===== config.mk =====
export PLATFORM = sky130hd
export DESIGN_NAME = sso_status_outputs
export DESIGN_NICKNAME = d
export VERILOG_FILES = /design/src/rtl/sso_zero_speed.v /design/src/rtl/sso_status_outputs.v
export VERILOG_INCLUDE_DIRS = /design/src /design/src/rtl
export SDC_FILE = /design/constraint.sdc
export NUM_CORES = 1
export LEC_CHECK = 0
export ABC_AREA = 1
export BUFFER_PORTS_ARGS = -buffer_cell sky130_fd_sc_hd__buf_2
export CORE_MARGIN = 5
export CORE_UTILIZATION = 45
export CTS_CLUSTER_DIAMETER = 30
export DETAILED_ROUTE_END_ITERATION = 8
export GPL_TIMING_DRIVEN = 0
export PLACE_DENSITY = 0.62
export SLEW_MARGIN = 20
export SYNTH_ARGS = -nofsm -noshare
export SYNTH_HDL_FRONTEND = slang
export SYNTH_HIERARCHICAL = 1
export SYNTH_SLANG_ARGS = --single-unit

===== constraint.sdc =====
create_clock -name clk_sys -period 4.3 [get_ports clk_sys]
set_clock_uncertainty 0.15 [all_clocks]
set_input_delay 0.86 -clock clk_sys [delete_from_list [all_inputs] [get_ports clk_sys]]
set_output_delay 0.86 -clock clk_sys [all_outputs]
set_load 0.1 [all_outputs]

===== src/rtl/sso_defines.vh =====
// Purpose: Constants for the servo status output block
// Assumes: 20 MHz system clock, APB register access
// Notes:   Offsets are byte addresses of 32-bit registers
`ifndef SSO_DEFINES_VH
`define SSO_DEFINES_VH
// ==================================================
// Register offsets
`define SSO_OFF_CTRL      12'h000
`define SSO_OFF_ZSTHR     12'h004
`define SSO_OFF_STATUS    12'h008
`define SSO_OFF_IRQ_STAT  12'h00c
`define SSO_OFF_IRQ_EN    12'h010
`define SSO_OFF_IRQ_CLR   12'h014
`define SSO_OFF_OUTSTATE  12'h018
// ==================================================
// Control fields
`define SSO_CTRL_BRAKE_FN  0
`define SSO_CTRL_BRAKE_PIN 1
`define SSO_CTRL_WARN_PIN  2
`define SSO_CTRL_BATT_PIN  3
`define SSO_CTRL_RST       4'h0
// ==================================================
// Speed figures in r/min
`define SSO_ZSTHR_RST      16'h0032
`define SSO_HYST_RPM       16'h0014
// ==================================================
// Timing
`define SSO_CLK_HZ         20000000
`define SSO_WARN_HOLD_MS   1500
`define SSO_WARN_HOLD_CYC  (`SSO_CLK_HZ / 1000 * `SSO_WARN_HOLD_MS)
`define SSO_CTRL_CYC_NS    62500
`define SSO_CTRL_CYC_CNT   (`SSO_CTRL_CYC_NS / 50)
// ==================================================
// Interrupt status bits
`define SSO_EV_ZS_ON       0
`define SSO_EV_ZS_OFF      1
`define SSO_EV_WARN        2
`define SSO_EV_BATT        3
`endif


===== src/rtl/sso_zero_speed.v =====
// Purpose: Zero speed detector with hysteresis
// Assumes: Signed speed sample in r/min, sample strobe
// Notes:   Flag holds between samples
`timescale 1ns/100ps
`include "sso_defines.vh"
module sso_zero_speed (
  clk_sys,
  sys_rst,
  sample_en,
  speed,
  threshold,
  zero_speed_flag
);
  input  wire               clk_sys;
  input  wire               sys_rst;
  input  wire               sample_en;
  input  wire signed [15:0] speed;
  input  wire        [15:0] threshold;
  output reg                zero_speed_flag;

  wire [15:0] mag;
  wire [16:0] off_lvl;
  reg         nxt_flag;

  // Magnitude so both directions behave alike
  assign mag     = speed[15] ? (~speed + 16'h0001) : speed;
  assign off_lvl = {1'b0, threshold} + {1'b0, `SSO_HYST_RPM};

  // Hysteresis decision
  always @* begin
    nxt_flag = zero_speed_flag;
    if (sample_en) begin                           // see RL12
      if (!zero_speed_flag && mag <= threshold)     // see RL1
        nxt_flag = 1'b1;
      else if (zero_speed_flag && {1'b0, mag} >= off_lvl) // see RL3 see RL4
        nxt_flag = 1'b0;
    end
  end

  // Flag register
  always @(posedge clk_sys) begin
    if (sys_rst)
      zero_speed_flag <= 1'b0;
    else
      zero_speed_flag <= nxt_flag;
  end
endmodule // sso_zero_speed


===== src/rtl/sso_status_outputs.v =====
// Purpose: Discrete status outputs of a servo amplifier
// Assumes: APB slave, 20 MHz clock, inputs from other clocks synchronised here
// Notes:   Output pins active high
//          Level inputs reach the pins three clock edges after they change
//          The speed word is taken only when two captures agree, so a word
//          caught while its bits change never reaches the detector
//          Zero-speed flag has a fixed 20 r/min hysteresis above the threshold
//          Enabling the brake takes the shared pin away from zero speed
//          Interrupt is a level, one cycle behind the status bits
//          Unmapped offsets answer with an error, read zero and ignore writes
//          Register map, 32-bit words, unused bits read zero:
//            0x000 control: brake by function select, brake by pin,
//                  warning pin assigned, battery pin assigned
//            0x004 zero-speed threshold in r/min
//            0x008 live input status
//            0x00c sticky event status, read only
//            0x010 event enable
//            0x014 event clear, write one to clear
//            0x018 output pin state and power-on settle bit
//
// Overview of operation
// RL1 - Zero-speed flag on at or below threshold
// RL2 - Threshold comes from software register
// RL3 - Flag off at threshold plus 20 r/min
// RL4 - Hysteresis symmetric in both directions
// RL5 - Brake output only when enabled; replaces zero-speed
// RL6 - Brake off on servo off or alarm
// RL7 - Warning outputs only on assigned pin
// RL8 - Warning output on while warning present
// RL9 - Warning off within 1.5 s after power-on; the warning pin here does not wait and shows a warning at once
// RL10 - Battery warning on cable or level warning
// RL11 - Battery warning off within 1.5 s; the battery pin here does not wait either and shows a warning at once
// RL12 - Compare signed sample once per control cycle
`timescale 1ns/100ps
`include "sso_defines.vh"
module sso_status_outputs (
  clk_sys,
  sys_rst,
  paddr,
  psel,
  penable,
  pwrite,
  pwdata,
  prdata,
  pready,
  pslverr,
  speed,
  servo_on,
  alarm,
  warning_any,
  batt_cable_warn,
  batt_level_warn,
  zero_speed_out,
  brake_interlock_out,
  warning_out,
  battery_warning_out,
  irq
);
  // Clock and reset
  input  wire        clk_sys;
  input  wire        sys_rst;
  // APB slave
  input  wire [11:0] paddr;
  input  wire        psel;
  input  wire        penable;
  input  wire        pwrite;
  input  wire [31:0] pwdata;
  output reg  [31:0] prdata;
  output reg         pready;
  output reg         pslverr;
  // Measured speed and level events
  input  wire [15:0] speed;
  input  wire        servo_on;
  input  wire        alarm;
  input  wire        warning_any;
  input  wire        batt_cable_warn;
  input  wire        batt_level_warn;
  // Discrete outputs and interrupt
  output reg         zero_speed_out;
  output reg         brake_interlock_out;
  output reg         warning_out;
  output reg         battery_warning_out;
  output reg         irq;

  // ==================================================
  // Input synchronisers
  reg  [4:0]  sync1_ff;
  reg  [4:0]  sync2_ff;
  wire [4:0]  raw_in;
  assign raw_in = {batt_level_warn, batt_cable_warn, warning_any, alarm, servo_on};

  // Two-stage capture of pin levels
  always @(posedge clk_sys) begin
    if (sys_rst) begin
      sync1_ff <= 5'h00;
      sync2_ff <= 5'h00;
    end else begin
      sync1_ff <= raw_in;
      sync2_ff <= sync1_ff;
    end
  end

  // Synchronised levels; only the second stage reads the first
  wire servo_on_s = sync2_ff[0];
  wire alarm_s    = sync2_ff[1];
  wire warn_s     = sync2_ff[2];
  wire batt_s     = sync2_ff[3] | sync2_ff[4];      // see RL10

  // ==================================================
  // Speed sample once per control cycle
  reg [15:0] cyc_cnt_ff;
  reg        tick_ff;
  reg [15:0] spd_s1_ff;
  reg [15:0] spd_s2_ff;
  reg [15:0] spd_s3_ff;
  reg [15:0] spd_ff;
  wire       spd_steady;

  // A word caught while its bits change is refused; only agreeing captures count
  assign spd_steady = (spd_s2_ff == spd_s3_ff);

  // Control-cycle divider and speed capture
  // One tick per control cycle; the detector acts only on that tick
  always @(posedge clk_sys) begin
    if (sys_rst) begin
      cyc_cnt_ff <= 16'h0000;
      tick_ff    <= 1'b0;
      spd_s1_ff  <= 16'h0000;
      spd_s2_ff  <= 16'h0000;
      spd_s3_ff  <= 16'h0000;
      spd_ff     <= 16'h0000;
    end else begin
      spd_s1_ff <= speed;
      spd_s2_ff <= spd_s1_ff;
      spd_s3_ff <= spd_s2_ff;
      tick_ff   <= 1'b0;
      if (cyc_cnt_ff == `SSO_CTRL_CYC_CNT - 1) begin
        cyc_cnt_ff <= 16'h0000;
        tick_ff    <= 1'b1;
        if (spd_steady) begin
          spd_ff <= spd_s3_ff;                     // see RL12
        end
      end else begin
        cyc_cnt_ff <= cyc_cnt_ff + 16'h0001;
      end
    end
  end

  // ==================================================
  // Registers
  reg [3:0]  ctrl_ff;
  reg [15:0] zsthr_ff;
  reg [3:0]  irq_stat_ff;
  reg [3:0]  irq_en_ff;
  wire       zs_flag;

  sso_zero_speed u_zs (
    .clk_sys         (clk_sys),
    .sys_rst         (sys_rst),
    .sample_en       (tick_ff),
    .speed           (spd_ff),
    .threshold       (zsthr_ff),               // see RL2
    .zero_speed_flag (zs_flag)
  );

  // ==================================================
  // Power-on settle timer for the output state word
  reg [24:0] hold_cnt_ff;
  reg        hold_done_ff;

  // Settle time after power-on, shown in the output state word; the warning
  // pins do not wait for it, so a warning present at start shows at once
  always @(posedge clk_sys) begin
    if (sys_rst) begin
      hold_cnt_ff  <= 25'h0000000;
      hold_done_ff <= 1'b0;
    end else if (!hold_done_ff) begin
      if (hold_cnt_ff == `SSO_WARN_HOLD_CYC - 1)
        hold_done_ff <= 1'b1;
      else
        hold_cnt_ff <= hold_cnt_ff + 25'h0000001;
    end
  end

  // ==================================================
  // Output pins
  // Either brake enable source takes the shared pin away from zero speed
  wire brake_en = ctrl_ff[`SSO_CTRL_BRAKE_FN] | ctrl_ff[`SSO_CTRL_BRAKE_PIN];

  // Pin drivers
  always @(posedge clk_sys) begin
    if (sys_rst) begin
      zero_speed_out      <= 1'b0;
      brake_interlock_out <= 1'b0;
      warning_out         <= 1'b0;
      battery_warning_out <= 1'b0;
    end else begin
      zero_speed_out      <= ~brake_en & zs_flag;                          // see RL5
      brake_interlock_out <= brake_en & servo_on_s & ~alarm_s;           // see RL5 see RL6
      // Warning pins follow the warning at once and stay low without one
      warning_out         <= ctrl_ff[`SSO_CTRL_WARN_PIN] & warn_s;  // see RL7 see RL8 see RL9
      battery_warning_out <= ctrl_ff[`SSO_CTRL_BATT_PIN] & batt_s;  // see RL7 see RL10 see RL11
    end
  end

  // ==================================================
  // Interrupt events
  // Edge memories start at zero, the idle level of every source
  reg  zs_d_ff;
  reg  warn_d_ff;
  reg  batt_d_ff;
  wire [3:0] ev;

  // One-cycle event pulses on both zero-speed changes and on warning and battery rises
  assign ev[`SSO_EV_ZS_ON]  = zs_flag & ~zs_d_ff;
  assign ev[`SSO_EV_ZS_OFF] = ~zs_flag & zs_d_ff;
  assign ev[`SSO_EV_WARN]   = warn_s & ~warn_d_ff;
  assign ev[`SSO_EV_BATT]   = batt_s & ~batt_d_ff;

  // Decode of known offsets
  function hit;
    input [11:0] a;
    begin
      case (a)
        `SSO_OFF_CTRL,
        `SSO_OFF_ZSTHR,
        `SSO_OFF_STATUS,
        `SSO_OFF_IRQ_STAT,
        `SSO_OFF_IRQ_EN,
        `SSO_OFF_IRQ_CLR,
        `SSO_OFF_OUTSTATE: hit = 1'b1;
        default:           hit = 1'b0;
      endcase
    end
  endfunction

  // Only mapped offsets take a write
  wire apb_wr = psel & penable & pwrite & hit(paddr);

  // Register writes; event set wins over clear
  always @(posedge clk_sys) begin
    if (sys_rst) begin
      ctrl_ff     <= `SSO_CTRL_RST;
      zsthr_ff    <= `SSO_ZSTHR_RST;
      irq_en_ff   <= 4'h0;
      irq_stat_ff <= 4'h0;
      zs_d_ff     <= 1'b0;
      warn_d_ff   <= 1'b0;
      batt_d_ff   <= 1'b0;
      irq         <= 1'b0;
    end else begin
      zs_d_ff   <= zs_flag;
      warn_d_ff <= warn_s;
      batt_d_ff <= batt_s;
      irq <= |(irq_stat_ff & irq_en_ff);
      // A new event is never lost to a clear written in the same cycle
      irq_stat_ff <= irq_stat_ff | ev;
      if (apb_wr) begin
        case (paddr)
          `SSO_OFF_CTRL: begin
            ctrl_ff <= pwdata[3:0];
          end
          `SSO_OFF_ZSTHR: begin
            zsthr_ff <= pwdata[15:0];                // see RL2
          end
          `SSO_OFF_IRQ_EN: begin
            irq_en_ff <= pwdata[3:0];
          end
          `SSO_OFF_IRQ_CLR: begin
            irq_stat_ff <= (irq_stat_ff & ~pwdata[3:0]) | ev;
          end
          default: begin
            ctrl_ff <= ctrl_ff;                      // Read-only offsets ignore writes
          end
        endcase
      end
    end
  end

  // ==================================================
  // APB answer: zero wait states
  // Ready follows every setup, so a stray address still ends its transfer
  always @(posedge clk_sys) begin
    if (sys_rst) begin
      prdata  <= 32'h00000000;
      pready  <= 1'b0;
      pslverr <= 1'b0;
    end else begin
      pready  <= psel & ~penable;
      pslverr <= psel & ~penable & ~hit(paddr);
      prdata  <= 32'h00000000;
      // Read word is built in the setup cycle and stands for the access cycle
      if (psel && !penable && !pwrite) begin
        case (paddr)
          `SSO_OFF_CTRL:     prdata <= {28'h0000000, ctrl_ff};
          `SSO_OFF_ZSTHR:    prdata <= {16'h0000, zsthr_ff};
          `SSO_OFF_STATUS:   prdata <= {27'h0000000, batt_s, warn_s, alarm_s, servo_on_s, zs_flag};
          `SSO_OFF_IRQ_STAT: prdata <= {28'h0000000, irq_stat_ff};
          `SSO_OFF_IRQ_EN:   prdata <= {28'h0000000, irq_en_ff};
          `SSO_OFF_OUTSTATE: prdata <= {27'h0000000, hold_done_ff, battery_warning_out, warning_out,
                                        brake_interlock_out, zero_speed_out};
          default:           prdata <= 32'h00000000;
        endcase
      end
    end
  end
endmodule // sso_status_outputs


# After elaboration in Yosys (flattened, before gate mapping)

Index checks and enable logic that the tools add are counted.

Bits of input ports: 70
Word-level logic and storage cells: 104
Flip-flop bits (word level): 188
Output and inout bits: 39

Add/sub/neg operators: 4
Equal/unequal tests: 9
Multiplexer cells: 11
Bitwise logic cells: 33
Reduce and logical (&&, ||, !) cells: 19
$lt $le $gt $ge: 2

Operators by type and width:

| cell                                             | count |
|---|---|
| one-hot mux 16 bit (6 select lines)              | 1 |
| == test 12 x 5 -> 1 bit (second input constant)  | 3 |
| adder 16 x 1 -> 16 bit (second input constant)   | 2 |
| adder 25 x 1 -> 25 bit (second input constant)   | 1 |
| == test 25 bit (second input constant)           | 1 |
| == test 12 x 4 -> 1 bit (second input constant)  | 2 |
| adder 16 x 5 -> 17 bit (second input constant)   | 1 |
| greater-or-equal comparator 16 x 17 -> 1 bit     | 1 |
| == test 16 x 11 -> 1 bit (second input constant) | 1 |
| == test 16 bit                                   | 1 |
| less-or-equal comparator 16 bit                  | 1 |
| 2-to-1 mux 16 bit                                | 1 |
| inverter 16 bit                                  | 1 |
| AND 1 bit                                        | 14 |
| == test 12 x 3 -> 1 bit (second input constant)  | 1 |
| logical NOT 12 bit                               | 1 |
| AND reduction 2 bit                              | 6 |
| inverter 1 bit                                   | 11 |
| AND 4 bit                                        | 2 |
| 2-to-1 mux 4 bit                                 | 2 |
| OR 4 bit                                         | 2 |
| 2-to-1 mux 1 bit                                 | 7 |
| OR reduction 7 bit                               | 1 |
| logical AND 1 bit                                | 4 |
| other kinds (6)                                  | 10 |

# Longest topological paths before layout

Gate-level depths: netlist of the first run.

Word-level depth: 7
Gate-level depth with buffers: 20
Depth with buffers taken out: 20

# By module

Netlist of the first run, hierarchy kept.

By module, submodules not included:

| module             | cells an instance | sequential area each (um^2) | times used | area each (um^2) |
|---|---|---|---|---|
| sso_status_outputs | 1,109             | 3,423.3                     | 1          | 7,713.6 |
| sso_zero_speed     | 238               | 20.0                        | 1          | 1,430.1 |

# Least setup slack after synthesis of the first run

OpenSTA, ideal clock, no wires.

Path type: register -> register
Start point: reg spd_ff[0]
End point: reg u_zs.zero_speed_flag
Path slack: 1.886 ns
Stages on the path, launching flop included: 21
Buffers on the path: 0
Data arrival time: 2.151 ns
Library setup time: 0.114 ns
Period minus slack after synthesis: 2.414 ns
Required time: 4.036 ns
Cell sequence: dfxtp_1 -> inv_1 -> ha_1 -> nand2_1 -> nor2_1 -> nand2_1 -> nor3_2 -> nand2_1 -> nand2_1 -> nand2_1 -> xor2_1 -> ha_1 -> nand2_1 -> nor3_1 -> nand2_1 -> nand2_1 -> nand2_1 -> nand2_1 -> nand2_1 -> nand2_1 -> nor2_1

Longest elaborated chain between the ends: 7
Elaborated cells between the ends (all ways): 10
Classes of those cells: add/sub (1); order compare (2); mux (2); bitwise (1); reduce/logical (4)

RTL lines:

| what                                                                                                   | line                                     | RTL |
|---|---|---|
| start: declaration                                                                                     | sso_status_outputs.v:116                 | `reg [15:0] spd_ff;` |
| start signal: assignment                                                                               | sso_status_outputs.v:141                 | `spd_ff <= spd_s3_ff;` |
| inverter 16 bit                                                                                        | sso_zero_speed.v:26                      | `assign mag = speed[15] ? (~speed + 16'h0001) : speed;` |
| adder 16 x 1 -> 16 bit                                                                                 | sso_zero_speed.v:26                      |  |
| 2-to-1 mux 16 bit *                                                                                    | sso_zero_speed.v:26                      |  |
| greater-or-equal comparator 16 x 17 -> 1 bit / less-or-equal comparator 16 bit (equally long branches) | sso_zero_speed.v:35, sso_zero_speed.v:33 |  |
| logical AND 1 bit (on tied branches)                                                                   | sso_zero_speed.v:35, sso_zero_speed.v:33 |  |
| nonzero test 2 bit (no line)                                                                           | -                                        |  |
| AND reduction 2 bit (no line)                                                                          | -                                        |  |
| end signal: assignment                                                                                 | sso_zero_speed.v:45                      | `zero_speed_flag <= nxt_flag;` |
| end: declaration                                                                                       | sso_zero_speed.v:19                      | `output reg zero_speed_flag;` |

Mark *: on every way between the ends. The rest lies on a longest branch, timed or not.
A chain may end at the register's enable or synchronous reset.

# Worst setup path after layout of the first run

Start point: reg zsthr_ff[2]
End point: reg u_zs.zero_speed_flag

Longest elaborated chain between the ends: 5
Elaborated cells between the ends (all ways): 8
Classes of those cells: add/sub (1); order compare (2); mux (1); reduce/logical (4)

RTL lines:

| what                                         | line                     | RTL |
|---|---|---|
| start: declaration                           | sso_status_outputs.v:152 | `reg [15:0] zsthr_ff;` |
| start signal: assignment                     | sso_status_outputs.v:244 | `` zsthr_ff <= `SSO_ZSTHR_RST; `` |
| start signal: assignment                     | sso_status_outputs.v:264 | `zsthr_ff <= pwdata[15:0];` |
| adder 16 x 5 -> 17 bit                       | sso_zero_speed.v:27      | `` assign off_lvl = {1'b0, threshold} + {1'b0, `SSO_HYST_RPM}; `` |
| greater-or-equal comparator 16 x 17 -> 1 bit | sso_zero_speed.v:35      | `else if (zero_speed_flag && {1'b0, mag} >= off_lvl)` |
| logical AND 1 bit                            | sso_zero_speed.v:35      |  |
| nonzero test 2 bit (no line)                 | -                        |  |
| AND reduction 2 bit (no line)                | -                        |  |

Several ways; a longest one is shown, not always the timed one.

==> results of run 1 <==
## through the flow
stage	cell area, um^2	hold WS (ns)
final	10500	0.251
after global routing	10500	0.278
after CTS	10500	0.252
after detailed placement	9920	0.243
after global placement	9920	0.239
after floorplan	9200	0.238
## registers in the layout, indices dropped and copies added (netlist names), 4 cells and up
register     cells
irq_stat_ff      4
zsthr_ff        16
sync1_ff         5
cyc_cnt_ff      16
hold_cnt_ff     25
spd_s3_ff       16
prdata          16
sync2_ff         5
ctrl_ff          4
spd_ff          16
spd_s1_ff       16
irq_en_ff        4
spd_s2_ff       16
## worst max-delay path, stage by stage, from the launching register on
cell,delay [ns]
dfxtp_1,0.52
ha_1,0.25
nor2_1,0.06
nor2_2,0.15
nand2_1,0.15
nor3_1,0.20
xor2_1,0.19
inv_1,0.07
ha_1,0.29
nand2_1,0.09
nor3_1,0.15
a31oi_1,0.11
nand2_1,0.06
nand2_1,0.04
a21oi_1,0.15
nor2_1,0.05
## final cells by class
| cell class | count | area share, % |
|---|---|---|
| Buffer | 51 | 2.83 |
| Clock buffer | 21 | 4.40 |
| Clock inverter | 11 | 0.813 |
| Inverter | 239 | 8.57 |
| Multi-Input combinational cell | 900 | 43.6 |
| Sequential cell | 172 | 32.9 |
| Tap cell | 270 | 3.23 |
| Timing Repair Buffer | 76 | 3.64 |
## placed cells by master, fill, tap and decap left out, types with 3 or more instances in the layout
master / n
o211ai_1: 4
clkbuf_16: 17
o21ai_0: 17
nor3_2: 6
xor2_1: 41
nand2_2: 4
nand3_2: 4
inv_1: 232
xnor2_1: 12
nand4_1: 51
conb_1: 16
nand3b_1: 3
a21oi_1: 46
nor2_1: 230
buf_2: 85
buf_6: 4
clkinv_4: 3
nor4_1: 3
nor2_2: 9
nor3_1: 32
nand2_1: 318
nor2_4: 6
buf_4: 17
nand3_1: 40
clkbuf_1: 18
dfxtp_1: 172
inv_6: 3
inv_2: 7
clkinvlp_4: 3
ha_1: 35
buf_1: 5
## routing by layer
layer / vias up / GRT usage (%) / part of all wire (%)
met2: 123 / 32.5 / 47
met3: 19 / 3.41 / 3.7
met4: 0 / 5.01 / 1.3
met5: - / 0 / 0
li1: 4334 / - / -
met1: 3464 / 24.4 / 48
## power groups by stage
| stage | logic, W | clock network [W] | registers, W |
|---|---|---|---|
| after floorplan | 0.000178 | 0 | 0.00168 |
| after global placement | 0.000241 | 0 | 0.00168 |
| after detailed placement | 0.000243 | 0 | 0.00168 |
| after CTS | 0.000243 | 0.00147 | 0.00164 |
| after global routing | 0.000271 | 0.00154 | 0.00164 |
| final | 0.000242 | 0.00144 | 0.00164 |
## cells in the mapped netlist (all sizes together), types with 2 or more instances
cell / count / share of area, %
nand2: 323 / 13
nor2: 245 / 11
inv: 239 / 9.8
dfxtp: 172 / 38
nand4: 52 / 3.7
a21oi: 48 / 2.8
nand3: 45 / 2.8
xor2: 41 / 3.9
nor3: 39 / 2.6
buf: 35 / 2.6
ha: 35 / 4.8
o21ai: 18 / 1.0
clkbuf: 16 / 0.66
xnor2: 12 / 1.1
nor4: 4 / 0.34
o211ai: 4 / 0.33
nand3b: 3 / 0.25
nor3b: 3 / 0.36
or2: 3 / 0.21
a31oi: 2 / 0.14
o21a: 2 / 0.16
## cells by family after synthesis
group	Yosys count	share of synthesized area, %
flops	172	37.7
other cells	1	0.0410
compound gates	77	4.72
xor+xnor	53	5.08
buf+inv	290	13.1
fa+ha+maj	35	4.79
simple gates	719	34.7
## worst paths after layout
path	from	end	slack (ns)	cells after the start
worst min register to register	spd_s1_ff[1]$_SDFF_PP0_	spd_s2_ff[1]$_SDFF_PP0_	0.25	2
worst max register to register	zsthr_ff[2]$_SDFFE_PP0P_	u_zs/zero_speed_flag$_SDFFE_PP0P_	1.51	15
worst min-delay path	spd_s1_ff[1]$_SDFF_PP0_	spd_s2_ff[1]$_SDFF_PP0_	0.25	2
worst max-delay path	zsthr_ff[2]$_SDFFE_PP0P_	u_zs/zero_speed_flag$_SDFFE_PP0P_	1.51	15
==> flow_metrics.tcl, run 1 <==
set metrics [dict create \
    synthFlopType "dfxtp_1" \
    seq_area_frac_synth_pct 37.7 \
    drtAntennaViolNets 0 \
    rows 52 \
    drtPass1Iterations 5 \
    power_frac_clock_pct 43.3 \
    setup_viol 0 \
    syn_area_um2 9140 \
    die_h_um 153 \
    worst_pin_slew_ns 0.967 \
    cts_num_sinks 172 \
    cts_root_buf "clkbuf_16" \
    criticalPathCategory "reg2reg" \
    clockBufferDepth 2 \
    relSlewSlack_pct 35.0 \
    setup_ws_ns 1.51 \
    syn_area_per_cell_um2 6.79 \
    p_per_area_nw_per_um2 317 \
    synthCells 1347 \
    period_share_pct 64.9 \
    die_area_um2 23300 \
    post-dp-hpwl_um 16900 \
    final_util_pct 52.0 \
    core_region_area_um2 20100 \
    swShare_pct 25.6 \
    cts_made_buffers 17 \
    postSynthRegisterBits 172 \
    seq_area_um2 3440 \
    grt-ovfl-total 0 \
    wl_per_cell_um 12.3 \
    num_antenna_cells 0 \
    drive_above_1_share_pct 12.5 \
    multi_input_area_um2 4560 \
    synth_edf_count 0 \
    grt_antenna_before_repair 0 \
    h-tree-depth 4 \
    drt_wl_total_um 21400 \
    via_per_inst 4.56 \
    yosys_warnings 6 \
    ctsResizeCount 0 \
    design_power_total_w 0.00332 \
    pwr-share-seq_pct 49.4 \
    placedCellCount 1708 \
    die_x_um 153 \
    hp-class "reg2reg" \
    cp-start-kind "register" \
    switching_power_w 0.000851 \
    vias 7940 \
    async_flop_share_pct 0 \
    clock.fmax_ghz 0.358 \
    irDropWorstVdd_v 0.000280 \
    gp_congestion 0.872 \
    grt_first_pass_wirelength_um 36500 \
    internal-power_w 0.00247 \
    dpl_worst_slack_ns 1.52 \
    hold_viol_final 0 \
    stdcell_count 1740 \
    area_delta_synth_final_pct 14.4 \
    grt_max_degree 17 \
    min_period_ns 2.79 \
    clkTransAtPathRegs_ns 0.07 \
    arrival_ns 2.96 \
    drc 0 \
    io_pins 109 \
    synth_cell_type_count 46 \
    nNetsFinal 1562 \
    dr.first_iter.drc_count 550 \
    endpoint_kind "register" \
    portBuffers 76 \
    fill_cells 2050 \
    insertion_delay_ns 0.43 \
    setup_tns_ns 0 \
    cts_setup_buffers 0 \
    finalMaxSlewViolations 0 \
    power.leakage_nw 4.79 \
    status "finished clean" \
    start_util_pct 45.5 \
    path_max_fanout 6 \
    critPathRequiredTime_ns 4.47 \
    rsz0062_at_grt "false" \
    maxCapViolCount 0 \
    pwr-share-comb_pct 7.3 \
    grt_pass1_vias 7672 \
    cts_tree "yes" \
    track_usage_pct 18.8 \
    cts.hold.buffers_added 0 \
]
Power figures use the tool's default switching activity.
==> run 2: changes to the inputs <==
--- a/config.mk
+++ b/config.mk
@@ -6,14 +6,14 @@
 export SDC_FILE = /design/constraint.sdc
 export NUM_CORES = 1
 export LEC_CHECK = 0
-export ABC_AREA = 1
+export ABC_AREA = 0
 export BUFFER_PORTS_ARGS = -buffer_cell sky130_fd_sc_hd__buf_2
 export CORE_MARGIN = 5
 export CORE_UTILIZATION = 45
 export CTS_CLUSTER_DIAMETER = 30
 export DETAILED_ROUTE_END_ITERATION = 8
 export GPL_TIMING_DRIVEN = 0
-export PLACE_DENSITY = 0.62
+export PLACE_DENSITY = 0.66
 export SLEW_MARGIN = 20
 export SYNTH_ARGS = -nofsm -noshare
 export SYNTH_HDL_FRONTEND = slang
==> constraint.sdc (replaced) <==
create_clock -name clk_sys -period 2.3 [get_ports clk_sys]
set_clock_uncertainty 0.15 [all_clocks]
set_input_delay 0.46 -clock clk_sys [delete_from_list [all_inputs] [get_ports clk_sys]]
set_output_delay 0.46 -clock clk_sys [all_outputs]
set_load 0.1 [all_outputs]
==> run 2 against run 1 <==
Effect of this change:
- cell area decreased by 11%
- critical path depth shrank 2
- the flow now finishes with violations (setup timing)
- clock power rose by 110%
- sequential share of layout area rose by 4.0 points
- worst setup slack got worse by 2.6 ns
- non-clock buffer count increased by 8
- first-iteration DRC count fell by 50%
- maximum frequency is 18% lower
==> flow_metrics.tcl, run 2 <==
set metrics [dict create \
    num_antenna_cells 0 \
    wl_per_cell_um 14.1 \
    design_power_total_w 0.00651 \
    hold_viol_final 0 \
    h-tree-depth 4 \
    core_region_area_um2 17200 \
    drtPass1Iterations 5 \
    via_per_inst 5.02 \
    period_share_pct 149 \
    io_pins 109 \
    layout_common_cells "170 x dfxtp_1, 76 x buf_2, 74 x nor2_1" \
    p_per_area_nw_per_um2 698 \
    final_util_pct 54.3 \
    clock.fmax_ghz 0.293 \
    setup_tns_ns -1.12 \
    hp-class "in2reg" \
    final_common_cell "dfxtp_1" \
    synth_top_area_share_pct 44.1 \
    relSlewSlack_pct 49.5 \
    rows 48 \
    arrival_ns 3.62 \
    finalMaxSlewViolations 0 \
    syn_area_um2 7800 \
    seq_area_frac_synth_pct 44.1 \
    grt-ovfl-total 0 \
    synth_most_common_cell "dfxtp_1" \
    die_area_um2 20100 \
    cts_made_buffers 17 \
    start_util_pct 45.4 \
    setup_viol 1 \
    postSynthRegisterBits 172 \
    insertion_delay_ns 0.43 \
    worst_pin_slew_ns 0.752 \
    violations "setup timing" \
    design_area_um2 9330 \
    nNetsFinal 1072 \
    area_delta_synth_final_pct 19.5 \
    yosysTopAreaCell "dfxtp_1" \
    synthTopCellsByArea "dfxtp_1 44%, xnor2_1 6.2%, ha_1 5.6%" \
    drc 0 \
    setup_ws_ns -1.12 \
    gp_congestion 0.898 \
    grt_max_degree 17 \
    synth_cell_type_count 67 \
    die_h_um 142 \
    clockBufferDepth 2 \
    largest_reg_flops 25 \
    grt_antenna_before_repair 0 \
    syn_area_per_cell_um2 9.19 \
    synth_common_cells "172 x dfxtp_1, 75 x nor2_1, 63 x nand2_1, 60 x nor2b_1, 55 x xnor2_1" \
    cts_root_buf "clkbuf_16" \
    track_usage_pct 17.3 \
    criticalPathCategory "reg2reg" \
    dr.first_iter.drc_count 274 \
    regMostFlops "hold_cnt_ff" \
    grt_first_pass_wirelength_um 28300 \
    die_x_um 142 \
    maxCapViolCount 0 \
    critPathRequiredTime_ns 2.50 \
    power.leakage_nw 3.77 \
    synth_edf_count 0 \
    rsz0062_at_grt "true" \
    vias 6052 \
    status "complete, but fails checks" \
    endpoint_kind "register" \
    irDropWorstVdd_v 0.000526 \
    min_period_ns 3.42 \
    drtAntennaViolNets 0 \
    yosys_warnings 6 \
    drt_wl_total_um 17000 \
    synthFlopType "dfxtp_1" \
    path_max_fanout 3 \
    cts_tree "yes" \
    synthCells 849 \
    r2r_slack_ns -1.12 \
    portBuffers 75 \
    drive_above_1_share_pct 18.0 \
    async_flop_share_pct 0 \
    post_dp_cell_area_um2 8530 \
    grt_pass1_vias 5964 \
    cts_num_sinks 172 \
    cp-start-kind "register" \
    post-dp-hpwl_um 12700 \
    clkTransAtPathRegs_ns 0.06 \
]
-- run 2: final timing paths --
check / startpoint / endpoint / cells after the start
setup / recovery: spd_ff[1]$_SDFFE_PP0P_ / u_zs/zero_speed_flag$_SDFFE_PP0P_ / 13
hold / removal: speed[9] / spd_s1_ff[9]$_SDFF_PP0_ / 2
setup reg to reg: spd_ff[1]$_SDFFE_PP0P_ / u_zs/zero_speed_flag$_SDFFE_PP0P_ / 13
hold reg to reg: batt_d_ff$_SDFF_PP0_ / irq_stat_ff[3]$_SDFF_PP0_ / 1
-- run 2: through the flow --
step           std cells  hold WS, ns  setup WS [ns]
6_report            1205       0.0916          -1.12
5_1_grt             1205       0.0840          -1.18
4_1_cts             1204       0.0775          -1.07
3_5_place_dp        1164        0.265          -1.18
3_3_place_gp        1164        0.251          -1.17
2_1_floorplan        864        0.245         -0.985
-- run 2: worst max-delay path, stage by stage (launching register included) --
cell      delay (ns)
dfxtp_2         0.34
inv_4           0.06
ha_4            0.12
or3b_4          0.37
or4_4           0.45
nand2b_4        0.19
o21ai_4         0.17
xnor2_2         0.09
ha_1            0.34
a21oi_1         0.14
nand2_1         0.07
a2111o_1        0.36
or4_1           0.40
o211ai_1        0.09
-- run 2: cell type report --
type / instances / area, um^2
Buffer: 49 / 255
Clock buffer: 21 / 470
Clock inverter: 11 / 156
Fill cell: 1601 / 7850
Inverter: 34 / 133
Multi-Input combinational cell: 607 / 4130
Sequential cell: 172 / 3450
Tap cell: 225 / 282
Timing Repair Buffer: 86 / 458
-- run 2: layer usage --
layer / global-route usage, % / share of wire, % / vias to the layer above
met5: 0 / 0 / -
met4: 6.77 / 1.4 / 0
met3: 3.81 / 4.8 / 23
met2: 28.5 / 48 / 146
met1: 22.1 / 46 / 2779
li1: - / - / 3104
-- run 2: cells by family (layout without fill, tap and decap cells) --
group,after synthesis,count (layout),share of synthesized area [%]
AO/OA/AOI/OAI,109,109,8.62
other,1,16,0.0480
XOR/XNOR,76,76,8.53
adder cells (fa/ha/maj),35,35,5.61
multiplexers,21,21,3.33
AND/OR/NAND/NOR,350,350,24.8
buffers and inverters,85,201,4.99
flip-flops,172,172,44.1
-- run 2: report_power, final --
group	switching, W	total (W)	internal [W]
logic	0.000282	0.000419	0.000137
clock network	0.00120	0.00301	0.00181
registers	0.0000408	0.00308	0.00304
total	0.00152	0.00651	0.00499
-- run 2: timing repair --
item                                    in CTS  in global routing
hold buffers                                 0                  0
pin swaps                                    6                  6
resized for setup                            8                 11
setup buffers                                8                  3
endpoints found under the setup margin      25                 36
